$ cat src/rtl/can_id_map.svh
/*
 Offsets, field positions, reset values and widths of the standard identifier
 registers of one message buffer.
 Assumes it is included once per file that needs it, by its bare name.
*/
`ifndef CAN_ID_MAP_SVH
`define CAN_ID_MAP_SVH

// Register port
`define CAN_ADDR_W          4
`define CAN_OFF_IDENT_HIGH  4'h0
`define CAN_OFF_IDENT_LOW   4'h1
`define CAN_OFF_IDENT_THIRD 4'h2
`define CAN_OFF_IDENT_FOURTH 4'h3
`define CAN_REG_RESET       8'h00
`define CAN_RDATA_IDLE      8'h00

// Field layout
`define CAN_STD_ID_W        11
`define CAN_STD_FIELD_W     13
`define CAN_ID_HIGH_MSB     10
`define CAN_ID_HIGH_LSB     3
`define CAN_ID_LOW_MSB      2
`define CAN_LOW_ID_HI_BIT   7
`define CAN_LOW_ID_LO_BIT   5
`define CAN_STD_RTR_BIT     4
`define CAN_IDE_BIT         3
`define CAN_EXT_RTR_BIT     0

// Arbitration
`define CAN_ARB_CNT_W       4
`define CAN_ARB_LAST_BIT    4'ha
`define CAN_RECESSIVE       1'b1
`define CAN_DOMINANT        1'b0

`endif

$ cat src/rtl/can_id_pkg.sv
/*
 Types shared by the identifier buffer and its helpers.
 Assumes can_id_map.svh supplies the widths.
*/
`include "can_id_map.svh"

package can_id_pkg;

    // Standard-format identifier field as the protocol engine sees it
    typedef struct packed {
        logic [`CAN_STD_ID_W-1:0] id;
        logic                     rtr;
        logic                     ide;
    } std_frame_t;

    // One register port request
    typedef struct packed {
        logic [`CAN_ADDR_W-1:0] addr;
        logic [7:0]             wdata;
        logic                   wr;
        logic                   rd;
    } reg_req_t;

    typedef enum logic {
        ARB_IDLE,
        ARB_SHIFT
    } arb_state_t;

    // Identifier rebuilt from the two standard registers
    function automatic logic [`CAN_STD_ID_W-1:0] join_id(input logic [7:0] high,
                                                          input logic [7:0] low);
        join_id = {high, low[`CAN_LOW_ID_HI_BIT:`CAN_LOW_ID_LO_BIT]};
    endfunction

endpackage

$ cat src/rtl/can_id_arbiter.sv
/*
 Shifts a standard identifier onto the bus, most significant bit first, and
 watches the bus level for lost arbitration.
 Assumes i_bus_bit is already synchronised and i_bit_tick marks sample points.
*/
`timescale 1ns/1ps
`include "can_id_map.svh"

module can_id_arbiter (
    // Clock and reset
    input  wire logic                     i_core_clk,
    input  wire logic                     i_rst,
    input  wire logic                     i_clk_en,
    // Control
    input  wire logic                     i_start,
    input  wire logic                     i_bit_tick,
    input  wire logic [`CAN_STD_ID_W-1:0] i_id,
    input  wire logic                     i_bus_bit,
    // Status
    output      logic                     o_tx_bit,
    output      logic                     o_busy,
    output      logic                     o_lost,
    output      logic                     o_won
);
    import can_id_pkg::*;

    arb_state_t               state;
    logic [`CAN_STD_ID_W-1:0] shadow;
    logic [`CAN_ARB_CNT_W-1:0] cnt;
    logic                     lose_now;

    // Recessive sent but dominant seen means a smaller identifier is on the bus
    assign lose_now = (o_tx_bit == `CAN_RECESSIVE) && (i_bus_bit == `CAN_DOMINANT);
    assign o_busy   = (state == ARB_SHIFT);

    always_ff @(posedge i_core_clk) begin
        if (i_rst) begin
            state    <= ARB_IDLE;
            shadow   <= '0;
            cnt      <= '0;
            o_tx_bit <= `CAN_RECESSIVE;
            o_lost   <= 1'b0;
            o_won    <= 1'b0;
        end else if (i_clk_en) begin
            o_lost <= 1'b0;
            o_won  <= 1'b0;
            case (state)
                ARB_IDLE: begin
                    o_tx_bit <= `CAN_RECESSIVE;
                    if (i_start) begin
                        shadow   <= i_id;
                        cnt      <= `CAN_ARB_LAST_BIT;
                        o_tx_bit <= i_id[`CAN_STD_ID_W-1];
                        state    <= ARB_SHIFT;
                    end
                end
                ARB_SHIFT: begin
                    if (i_bit_tick) begin
                        if (lose_now) begin
                            o_lost   <= 1'b1;
                            o_tx_bit <= `CAN_RECESSIVE;
                            state    <= ARB_IDLE;
                        end else if (cnt == '0) begin
                            o_won    <= 1'b1;
                            o_tx_bit <= `CAN_RECESSIVE;
                            state    <= ARB_IDLE;
                        end else begin
                            cnt      <= cnt - 1'b1;
                            o_tx_bit <= shadow[cnt - 1'b1];
                        end
                    end
                end
                default: state <= ARB_IDLE;
            endcase
        end
    end
endmodule

$ cat src/rtl/can_id_buffer.sv
/*
 Standard identifier registers of one CAN message buffer, shared by software
 and the protocol engine, with identifier arbitration toward the bus pin.
 Assumes a single 25 MHz clock, a synchronous reset and an engine that pulses
 i_rx_store once per accepted frame.
*/
// The plain strobed port and the register addresses were left to the implementer.
`timescale 1ns/1ps
`include "can_id_map.svh"

module can_id_buffer (
    // Clock and reset
    input  wire logic                     i_core_clk,
    input  wire logic                     i_rst,
    input  wire logic                     i_clk_en,
    // Register port
    input  wire can_id_pkg::reg_req_t     i_req,
    output      logic [7:0]               o_rdata,
    // Receive side of the protocol engine
    input  wire logic                     i_rx_store,
    input  wire can_id_pkg::std_frame_t   i_rx_frame,
    // Transmit side of the protocol engine
    output      can_id_pkg::std_frame_t   o_tx_frame,
    input  wire logic [`CAN_STD_ID_W-1:0] i_rival_id,
    output      logic                     o_outranks,
    // Arbitration toward the bus
    input  wire logic                     i_arb_start,
    input  wire logic                     i_bit_tick,
    input  wire logic                     i_can_rx,
    output      logic                     o_can_tx,
    output      logic                     o_arb_busy,
    output      logic                     o_arb_lost,
    output      logic                     o_arb_won
);
    import can_id_pkg::*;

    ////////////////////////////////////////////////////////////////////////////
    // Storage

    logic [7:0]               ident_high_std;
    logic [7:0]               ident_low_flags_std;
    logic [7:0]               ident_third_unused_std;
    logic [7:0]               ident_fourth_unused_std;
    logic [`CAN_STD_ID_W-1:0] own_id;
    logic                     next_rtr;
    logic                     outranks_c;
    logic                     rx_ff1;
    logic                     rx_ff2;
    logic                     rx_ff3;
    logic                     bus_bit;

    // Engine store wins over a software write in the same cycle
    always_ff @(posedge i_core_clk) begin
        if (i_rst) begin
            ident_high_std <= `CAN_REG_RESET;
        end else if (i_clk_en) begin
            if (i_rx_store) begin
                ident_high_std <= i_rx_frame.id[`CAN_ID_HIGH_MSB:`CAN_ID_HIGH_LSB];
            end else if (i_req.wr && i_req.addr == `CAN_OFF_IDENT_HIGH) begin
                ident_high_std <= i_req.wdata;
            end
        end
    end

    always_ff @(posedge i_core_clk) begin
        if (i_rst) begin
            ident_low_flags_std <= `CAN_REG_RESET;
        end else if (i_clk_en) begin
            if (i_rx_store) begin
                ident_low_flags_std[`CAN_LOW_ID_HI_BIT:`CAN_LOW_ID_LO_BIT]
                    <= i_rx_frame.id[`CAN_ID_LOW_MSB:0];
                ident_low_flags_std[`CAN_IDE_BIT] <= i_rx_frame.ide;
                if (!i_rx_frame.ide) begin
                    ident_low_flags_std[`CAN_STD_RTR_BIT] <= i_rx_frame.rtr;
                end
            end else if (i_req.wr && i_req.addr == `CAN_OFF_IDENT_LOW) begin
                // Low bits are kept as written; they carry no meaning here
                ident_low_flags_std <= i_req.wdata;
            end
        end
    end

    // Third and fourth bytes behave as plain RAM in standard mapping
    always_ff @(posedge i_core_clk) begin
        if (i_rst) begin
            ident_third_unused_std <= `CAN_REG_RESET;
        end else if (i_clk_en && i_req.wr && i_req.addr == `CAN_OFF_IDENT_THIRD) begin
            ident_third_unused_std <= i_req.wdata;
        end
    end

    always_ff @(posedge i_core_clk) begin
        if (i_rst) begin
            ident_fourth_unused_std <= `CAN_REG_RESET;
        end else if (i_clk_en) begin
            if (i_rx_store && i_rx_frame.ide) begin
                ident_fourth_unused_std[`CAN_EXT_RTR_BIT] <= i_rx_frame.rtr;
            end else if (i_req.wr && i_req.addr == `CAN_OFF_IDENT_FOURTH) begin
                ident_fourth_unused_std <= i_req.wdata;
            end
        end
    end

    ////////////////////////////////////////////////////////////////////////////
    // Register read

    // Unmapped offsets read zero so software never sees stale data
    always_ff @(posedge i_core_clk) begin
        if (i_rst) begin
            o_rdata <= `CAN_RDATA_IDLE;
        end else if (i_clk_en) begin
            o_rdata <= `CAN_RDATA_IDLE;
            if (i_req.rd) begin
                case (i_req.addr)
                    `CAN_OFF_IDENT_HIGH:   o_rdata <= ident_high_std;
                    `CAN_OFF_IDENT_LOW:    o_rdata <= ident_low_flags_std;
                    `CAN_OFF_IDENT_THIRD:  o_rdata <= ident_third_unused_std;
                    `CAN_OFF_IDENT_FOURTH: o_rdata <= ident_fourth_unused_std;
                    default:               o_rdata <= `CAN_RDATA_IDLE;
                endcase
            end
        end
    end

    ////////////////////////////////////////////////////////////////////////////
    // Transmit view

    assign own_id = join_id(ident_high_std, ident_low_flags_std);

    // Extended mapping moves the remote bit to the fourth byte
    always_comb begin
        next_rtr = ident_low_flags_std[`CAN_STD_RTR_BIT];
        if (ident_low_flags_std[`CAN_IDE_BIT]) begin
            next_rtr = ident_fourth_unused_std[`CAN_EXT_RTR_BIT];
        end
    end

    // Only the thirteen meaningful bits reach the engine
    always_ff @(posedge i_core_clk) begin
        if (i_rst) begin
            o_tx_frame <= '0;
        end else if (i_clk_en) begin
            o_tx_frame.id  <= own_id;
            o_tx_frame.rtr <= next_rtr;
            o_tx_frame.ide <= ident_low_flags_std[`CAN_IDE_BIT];
        end
    end

    can_id_priority u_priority (
        .i_own_id   (own_id),
        .i_rival_id (i_rival_id),
        .o_outranks (outranks_c)
    );

    always_ff @(posedge i_core_clk) begin
        if (i_rst) begin
            o_outranks <= 1'b0;
        end else if (i_clk_en) begin
            o_outranks <= outranks_c;
        end
    end

    ////////////////////////////////////////////////////////////////////////////
    // Bus pin and arbitration

    // Three stages; the level moves only when the last two agree
    always_ff @(posedge i_core_clk) begin
        if (i_rst) begin
            rx_ff1  <= `CAN_RECESSIVE;
            rx_ff2  <= `CAN_RECESSIVE;
            rx_ff3  <= `CAN_RECESSIVE;
            bus_bit <= `CAN_RECESSIVE;
        end else if (i_clk_en) begin
            rx_ff1 <= i_can_rx;
            rx_ff2 <= rx_ff1;
            rx_ff3 <= rx_ff2;
            if (rx_ff2 == rx_ff3) begin
                bus_bit <= rx_ff3;
            end
        end
    end

    can_id_arbiter u_arbiter (
        .i_core_clk (i_core_clk),
        .i_rst      (i_rst),
        .i_clk_en   (i_clk_en),
        .i_start    (i_arb_start),
        .i_bit_tick (i_bit_tick),
        .i_id       (own_id),
        .i_bus_bit  (bus_bit),
        .o_tx_bit   (o_can_tx),
        .o_busy     (o_arb_busy),
        .o_lost     (o_arb_lost),
        .o_won      (o_arb_won)
    );

    ////////////////////////////////////////////////////////////////////////////
    // Checks

    property p_rx_high;
        @(posedge i_core_clk) disable iff (i_rst)
        (i_clk_en && i_rx_store) |=> (ident_high_std == $past(i_rx_frame.id[10:3]));
    endproperty
    a_rx_high: assert property (p_rx_high) else $error("high id byte wrong");

    property p_rx_low;
        @(posedge i_core_clk) disable iff (i_rst)
        (i_clk_en && i_rx_store) |=> (ident_low_flags_std[7:5] == $past(i_rx_frame.id[2:0]));
    endproperty
    a_rx_low: assert property (p_rx_low) else $error("low id bits wrong");

    property p_rx_rtr;
        @(posedge i_core_clk) disable iff (i_rst)
        (i_clk_en && i_rx_store && !i_rx_frame.ide)
            |=> (ident_low_flags_std[4] == $past(i_rx_frame.rtr));
    endproperty
    a_rx_rtr: assert property (p_rx_rtr) else $error("received remote bit lost");

    property p_rx_ide;
        @(posedge i_core_clk) disable iff (i_rst)
        (i_clk_en && i_rx_store) |=> (ident_low_flags_std[3] == $past(i_rx_frame.ide));
    endproperty
    a_rx_ide: assert property (p_rx_ide) else $error("received format flag lost");

    property p_tx_rtr;
        @(posedge i_core_clk) disable iff (i_rst)
        (i_clk_en && !ident_low_flags_std[3])
            |=> (o_tx_frame.rtr == $past(ident_low_flags_std[4]));
    endproperty
    a_tx_rtr: assert property (p_tx_rtr) else $error("sent remote bit wrong");

    property p_tx_ext_rtr;
        @(posedge i_core_clk) disable iff (i_rst)
        (i_clk_en && ident_low_flags_std[3])
            |=> (o_tx_frame.rtr == $past(ident_fourth_unused_std[0]));
    endproperty
    a_tx_ext_rtr: assert property (p_tx_ext_rtr) else $error("extended remote bit wrong");

    property p_tx_ide;
        @(posedge i_core_clk) disable iff (i_rst)
        i_clk_en |=> (o_tx_frame.ide == $past(ident_low_flags_std[3]));
    endproperty
    a_tx_ide: assert property (p_tx_ide) else $error("sent format flag wrong");

    property p_tx_ignore;
        @(posedge i_core_clk) disable iff (i_rst)
        (i_clk_en && $changed(ident_third_unused_std) && $stable(ident_high_std)
            && $stable(ident_low_flags_std[7:5])) |=> $stable(o_tx_frame.id);
    endproperty
    a_tx_ignore: assert property (p_tx_ignore) else $error("unused byte reached id");

    property p_msb_first;
        @(posedge i_core_clk) disable iff (i_rst)
        (i_clk_en && i_arb_start && !o_arb_busy) |=> (o_can_tx == $past(own_id[10]));
    endproperty
    a_msb_first: assert property (p_msb_first) else $error("first bit not id msb");

    property p_priority;
        @(posedge i_core_clk) disable iff (i_rst)
        i_clk_en |=> (o_outranks == ($past(own_id) < $past(i_rival_id)));
    endproperty
    a_priority: assert property (p_priority) else $error("priority compare wrong");

    property p_read_third;
        @(posedge i_core_clk) disable iff (i_rst)
        (i_clk_en && i_req.rd && i_req.addr == 4'h2 && !i_req.wr)
            |=> (o_rdata == $past(ident_third_unused_std));
    endproperty
    a_read_third: assert property (p_read_third) else $error("third byte read wrong");

    property p_field_width;
        @(posedge i_core_clk) disable iff (i_rst)
        (i_clk_en && !ident_low_flags_std[3])
            |=> (o_tx_frame == {$past(ident_high_std), $past(ident_low_flags_std[7:3])});
    endproperty
    a_field_width: assert property (p_field_width) else $error("standard field wrong");

    // Idle read data is zero so a stale byte never looks like an answer
    property p_read_idle;
        @(posedge i_core_clk) disable iff (i_rst)
        (i_clk_en && !i_req.rd) |=> (o_rdata == `CAN_RDATA_IDLE);
    endproperty
    a_read_idle: assert property (p_read_idle) else $error("read data not idle");

    property p_arb_lost;
        @(posedge i_core_clk) disable iff (i_rst)
        (i_clk_en && o_arb_busy && i_bit_tick && o_can_tx && !bus_bit) |=> o_arb_lost;
    endproperty
    a_arb_lost: assert property (p_arb_lost) else $error("lost arbitration missed");

endmodule

$ cat src/rtl/can_id_priority.sv
/*
 Compares two standard identifiers for bus priority.
 Assumes both inputs are stable identifiers on the same clock.
*/
`timescale 1ns/1ps
`include "can_id_map.svh"

module can_id_priority (
    // Identifiers
    input  wire logic [`CAN_STD_ID_W-1:0] i_own_id,
    input  wire logic [`CAN_STD_ID_W-1:0] i_rival_id,
    // Result
    output      logic                     o_outranks
);
    import can_id_pkg::*;

    // Smaller value wins, as dominant zeros override on the wire
    assign o_outranks = (i_own_id < i_rival_id);
endmodule

$ cat config.mk
export PLATFORM = sky130hd
export DESIGN_NAME = can_id_buffer
export DESIGN_NICKNAME = d
export VERILOG_FILES = /design/src/rtl/can_id_pkg.sv /design/src/rtl/can_id_arbiter.sv /design/src/rtl/can_id_buffer.sv /design/src/rtl/can_id_priority.sv
export VERILOG_INCLUDE_DIRS = /design/src /design/src/rtl
export SDC_FILE = /design/constraint.sdc
export NUM_CORES = 1
export LEC_CHECK = 0
export ABC_CLOCK_PERIOD_IN_PS = 3250
export BUFFER_PORTS_ARGS = -buffer_cell sky130_fd_sc_hd__buf_2
export CAP_MARGIN = 20
export CORE_MARGIN = 3
export CORE_UTILIZATION = 59
export DETAILED_ROUTE_END_ITERATION = 8
export PLACE_DENSITY_LB_ADDON = 0.15
export SLEW_MARGIN = 0
export SYNTH_ARGS = -nofsm -noshare
export SYNTH_HDL_FRONTEND = slang
export SYNTH_SLANG_ARGS = --single-unit
export TNS_END_PERCENT = 50
$ cat constraint.sdc
create_clock -name i_core_clk -period 3.25 [get_ports i_core_clk]
set_clock_uncertainty 0.05 [all_clocks]
set_input_delay 0.325 -clock i_core_clk [delete_from_list [all_inputs] [get_ports i_core_clk]]
set_output_delay 0.325 -clock i_core_clk [all_outputs]
set_load 0.02 [all_outputs]
; Yosys cells after proc, flatten, opt, wreduce, memory -nomap -nowiden
; Cells that the tools add are included.
; W data, S select, Z words.
[word_totals]
ff_bits = 77
in_bits = 45
out_inout_bits = 26
wordCells = 94
[classes]
add_sub_neg = 1
magnitude_cmp = 2
n_eq_ne = 9
n_mux = 34
bitwise = 4
reduce_logical = 22
[op_table]
columns = op, n
row1 = $mux W8, 4
row2 = $pmux W8 S4, 1
row3 = $mux W1, 20
row4 = $mux W4, 4
row5 = $reduce_and A3 Y1, 4
row6 = $lt A11 B11 Y1, 1
row7 = $ne A2 B2 Y1 const B, 5
row8 = $reduce_and A2 Y1, 5
row9 = $eq A4 B2 Y1 const B, 2
row10 = $logic_not A4 Y1, 2
row11 = $pmux W4 S2, 1
row12 = $logic_and A1 B1 Y1, 7
row13 = $reduce_bool A2 Y1, 3
row14 = $lt A4 B5 Y1 const B, 1
row15 = $mux W5, 1
row16 = $reduce_and A5 Y1, 1
row17 = $bmux W1 S4, 1
row18 = $eq A4 B1 Y1 const B, 1
row19 = $not A1 Y1, 4
row20 = $pmux W1 S2, 2
row21 = $sub A4 B1 Y4 const B, 1
row22 = $eq A1 B1 Y1, 1

; Depth between registers and ports, before layout
[logic_depth]
ltp_word = 7
mapped_depth = 8
depth_no_buf = 7

; Hierarchy
; Synthesis repeated with hierarchy kept, for this count alone.
[unflattened]
hier_cells = 399
area_unflattened_um2 = 3639.7
[modules_own_cells]
columns = mod, instances, cells_each, area_per_inst_um2, seq_area_each_um2
row1 = can_id_buffer, 1, 255, 2464.9, 1161.1
row2 = can_id_arbiter, 1, 109, 929.6, 380.4
row3 = can_id_priority, 1, 35, 245.2, 0.0

; Least setup slack after synthesis
; Ideal clock, no wire load.
[synth_timing]
path_kind = register to register
startpoint = register u_arbiter.cnt[0]
endpoint = register u_arbiter.cnt[2]
setup_ns = 0.070
arrival_time_ns = 1.613
t_required_ns = 3.130
setup_slack_ns = 1.517
stages_incl_launch_ff = 9
path_buffers = 1
period_less_slack_ns = 1.733
path_cell_list = dfxtp_1 -> buf_2 -> inv_1 -> ha_1 -> nand2b_1 -> o221ai_2 -> o21a_1 -> or3_1 -> a21oi_1
[synth_between]
elab_chain_cells = 5
elab_cells_between_ends = 8
classes_between = add/sub: 1 / eq/ne: 1 / mux: 4 / reduce/logical: 2
[synth_lines]
columns = element, line_no
row1 = start: declaration, can_id_arbiter.sv:29  ; logic [`CAN_ARB_CNT_W-1:0] cnt;
row2 = start signal: assignment, can_id_arbiter.sv:52  ; cnt <= `CAN_ARB_LAST_BIT;
row3 = start signal: assignment, can_id_arbiter.sv:68  ; cnt <= cnt - 1'b1;
row4 = $sub A4 B1 Y4, can_id_arbiter.sv:68
row5 = $mux W4, can_id_arbiter.sv:63  ; end else if (cnt == '0) begin
row6 = $mux W4, can_id_arbiter.sv:59  ; if (lose_now) begin
row7 = $mux W4, can_id_arbiter.sv:58  ; if (i_bit_tick) begin
row8 = $pmux W4 S2, can_id_arbiter.sv:47  ; case (state)
; Several ways; a longest one is shown, not always the timed one. The select of a mux whose other input is x is not followed.
; A chain may end at the register's enable or synchronous reset.

; Worst setup path in the final report
; Ends and elaborated chain as after synthesis.

==> flow_metrics.py <==
metrics = {
    "outcome": {
        "status": "finished clean",
    },
    "grt": {
        "grt_overflow_total": 0,
        "antenna_found_initial": 0,
        "busiest_layer": "met2",
        "grt_use_met1": 0.367,
        "grt_pass1_wl_mm": 14.7,
        "gr-usage-met2": 0.382,
        "grt_pass1_vias": 2987,
        "grt_util_all_layers": 0.257,
        "grtUsageMet3": 0.0363,
        "grt_max_degree": 58,
    },
    "setup_path": {
        "crit_family": "compound AO/OA/AOI/OAI gates",
        "cpPeakStageDelay_ns": 0.47,
        "required_ns": 3.48,
        "slowest_stage": "dfxtp_1",
        "endpoint_kind": "flop",
        "critPathBufInv": 1,
        "crit_type": "flop to flop",
        "critPathMaxFanout": 7,
        "path_cells": "inv_1 > ha_1 > nand2b_1 > o221ai_2 > o21a_1 > or3_1 > a21oi_1",
        "startpoint_type": "flop",
        "worstPathArrival_ns": 2.19,
    },
    "power_and_ir_drop": {
        "vdd_drop_max_uv": 285,
        "finalPower_mw": 2.07,
        "p_leak_nw": 1.90,
        "power_density_nw_per_um2": 491,
    },
    "drt": {
        "viasPerCell": 5.77,
        "post-route-drc-count": 0,
        "initialDrtViolationCount": 257,
        "routed-via-count": 3132,
        "antenna_left": 0,
        "wirelength_mm": 8.86,
        "drt_first_pass_iters": 5,
        "wl_per_cell_um": 16.3,
    },
    "yosys": {
        "synth_top_area_share": 0.422,
        "synth_cells": 402,
        "syn_avg_cell_area_um2": 9.08,
        "synth_warnings": 0,
        "synth_fp_nets": 458,
        "ys_types": 53,
        "synth_area_um2": 3650,
        "ys_top_cells_by_area": "dfxtp_1 42%, mux2i_1 12%, nor2_1 6.0%, nand2_1 4.4%, a21oi_1 3.8%",
        "synth_seq_area_share": 0.422,
        "yosysTopAreaCell": "dfxtp_1",
        "ys_ff_latch": 77,
    },
    "sta": {
        "layout_setup_ws_ns": 1.29,
        "rsz0062_at_grt": "false",
        "finalHoldViolCount": 0,
        "setup-tns-final_ns": 0,
        "max_freq_mhz": 511,
        "finalCritPeriodShare": 0.602,
        "setup_viol": 0,
        "max_slew_margin": 0.567,
        "report.final.slew_viol_count": 0,
        "worstMarginPinSlew_ns": 0.647,
        "period_minus_slack_ns": 1.96,
    },
    "place": {
        "post-place-cells": 527,
        "place_area_um2": 4000,
        "io_buffers": 70,
        "gp_congestion": 0.882,
        "hpwl_mm": 6.34,
        "place_ws_ns": 1.29,
    },
    "finish": {
        "multiInputGateArea_um2": 1920,
        "fin_nets": 519,
        "drive_gt1_frac": 0.222,
        "num_antenna_cells": 0,
        "area_growth_pct": 15.7,
        "layout_common_cells": "77 x dfxtp_1, 70 x buf_2, 58 x nor2_1",
        "final_common_cell": "dfxtp_1",
        "fill_cells": 485,
        "fin_cells": 543,
        "fin_area_um2": 4220,
        "seq_area_um2": 1540,
    },
    "job": {
        "cap_violations": 0,
    },
    "clocking": {
        "postCtsSetupBuffers": 0,
        "clk_latency_ns": 0.35,
        "tritoncts": "done",
        "clock_path_buffers": 2,
        "cts-buffers-inserted": 9,
        "cts_resized": 0,
        "path_clk_slew_ns": 0.08,
        "h-tree-depth": 3,
        "clockRootBuffer": "clkbuf_8",
        "cts.sinks": 77,
        "ctsHoldBuffers": 0,
    },
    "die": {
        "core-area_um2": 5960,
        "die_x_um": 84.6,
        "start_util": 0.613,
        "num_rows": 28,
        "io_pins": 71,
        "die_y_um": 84.6,
        "die_area_um2": 7160,
    },
    "min_path": {
        "hp-class": "input pin to flop",
    },
}
-- Yosys cell counts, drive strengths merged --
cell	n
a211oi	9
buf	13
nand3	3
a21o	2
mux4	3
and4	1
a22o	4
and3	1
or3	1
a211o	3
nand3b	1
nand4b	2
o31ai	1
nand4	2
o21a	2
mux2i	45
ha	11
dfxtp	77
nor2b	3
clkinv	1
inv	18
a22oi	7
xnor2	2
a31oi	2
nor2	59
nor4	6
mux2	4
a311oi	5
nor3b	1
and2b	1
o21bai	1
or2	1
and4bb	1
clkbuf	10
a21oi	29
o21ai	17
nand2b	5
o22ai	2
nor3	2
o221ai	1
nand2	43
-- power by group --
group	internal, mW	switching (mW)
logic	0.104	0.151
clock network	0.452	0.351
registers	0.976	0.0392
total	1.53	0.542
-- cell families (layout without fill, tap and decap cells) --
family / count (synthesis) / count (layout) / synth area share
AO/OA/AOI/OAI: 85 / 85 / 0.152
XOR/XNOR: 2 / 2 / 0.00480
adder cells (fa/ha/maj): 11 / 11 / 0.0377
buffers and inverters: 42 / 108 / 0.0521
flip-flops: 77 / 77 / 0.422
multiplexers: 52 / 52 / 0.154
AND/OR/NAND/NOR: 133 / 133 / 0.177
-- final cells by class --
type	instances	share of cell area
well taps	75	0.0222
flip-flops and latches	77	0.365
clock buffers	10	0.0326
clock inverters	6	0.0205
multi-input cells	283	0.454
repair buffers	73	0.0883
inverters	19	0.0169
-- metal layers --
| metal | vias to the layer above | part of all wire |
|---|---|---|
| met4 | 0 | 0.025 |
| met1 | 1445 | 0.46 |
| li1 | 1537 | - |
| met5 | - | 0 |
| met3 | 21 | 0.059 |
| met2 | 129 | 0.45 |
-- through the flow --
step,hold slack [ns],utilization
5_1_grt,0.117,0.709
3_3_place_gp,0.384,0.671
2_1_floorplan,0.380,-
4_1_cts,0.118,0.709
6_report,0.130,0.709
3_5_place_dp,0.387,0.671
-- worst paths after layout --
check | startpoint | to | slack (ns) | cells past startpoint
worst min register to register | o_rdata[4] | o_rdata[4] | 0.40 | 2
worst max register to register | u_arbiter.cnt[0] | u_arbiter.cnt[2] | 1.29 | 7
worst min-delay path | i_can_rx | rx_ff1 | 0.13 | 2
worst max-delay path | u_arbiter.cnt[0] | u_arbiter.cnt[2] | 1.29 | 7
-- worst register-to-register path, cell delays in order (launching register included) --
cell,delay [ns]
dfxtp_1,0.47
inv_1,0.10
ha_1,0.25
nand2b_1,0.16
o221ai_2,0.17
o21a_1,0.24
or3_1,0.31
a21oi_1,0.14
-- sequential cells by signal (all words and copies together), names as in the netlist --
signal                   count
u_arbiter.o_won              1
u_arbiter.cnt                4
rx_ff1                       1
u_arbiter.o_busy             1
o_rdata                      8
bus_bit                      1
u_arbiter.shadow            11
rx_ff2                       1
ident_low_flags_std          8
u_arbiter.o_tx_bit           1
rx_ff3                       1
ident_third_unused_std       8
u_arbiter.o_lost             1
ident_fourth_unused_std      8
o_outranks                   1
ident_high_std               8
o_tx_frame                  13
Power figures use the tool's default switching activity.
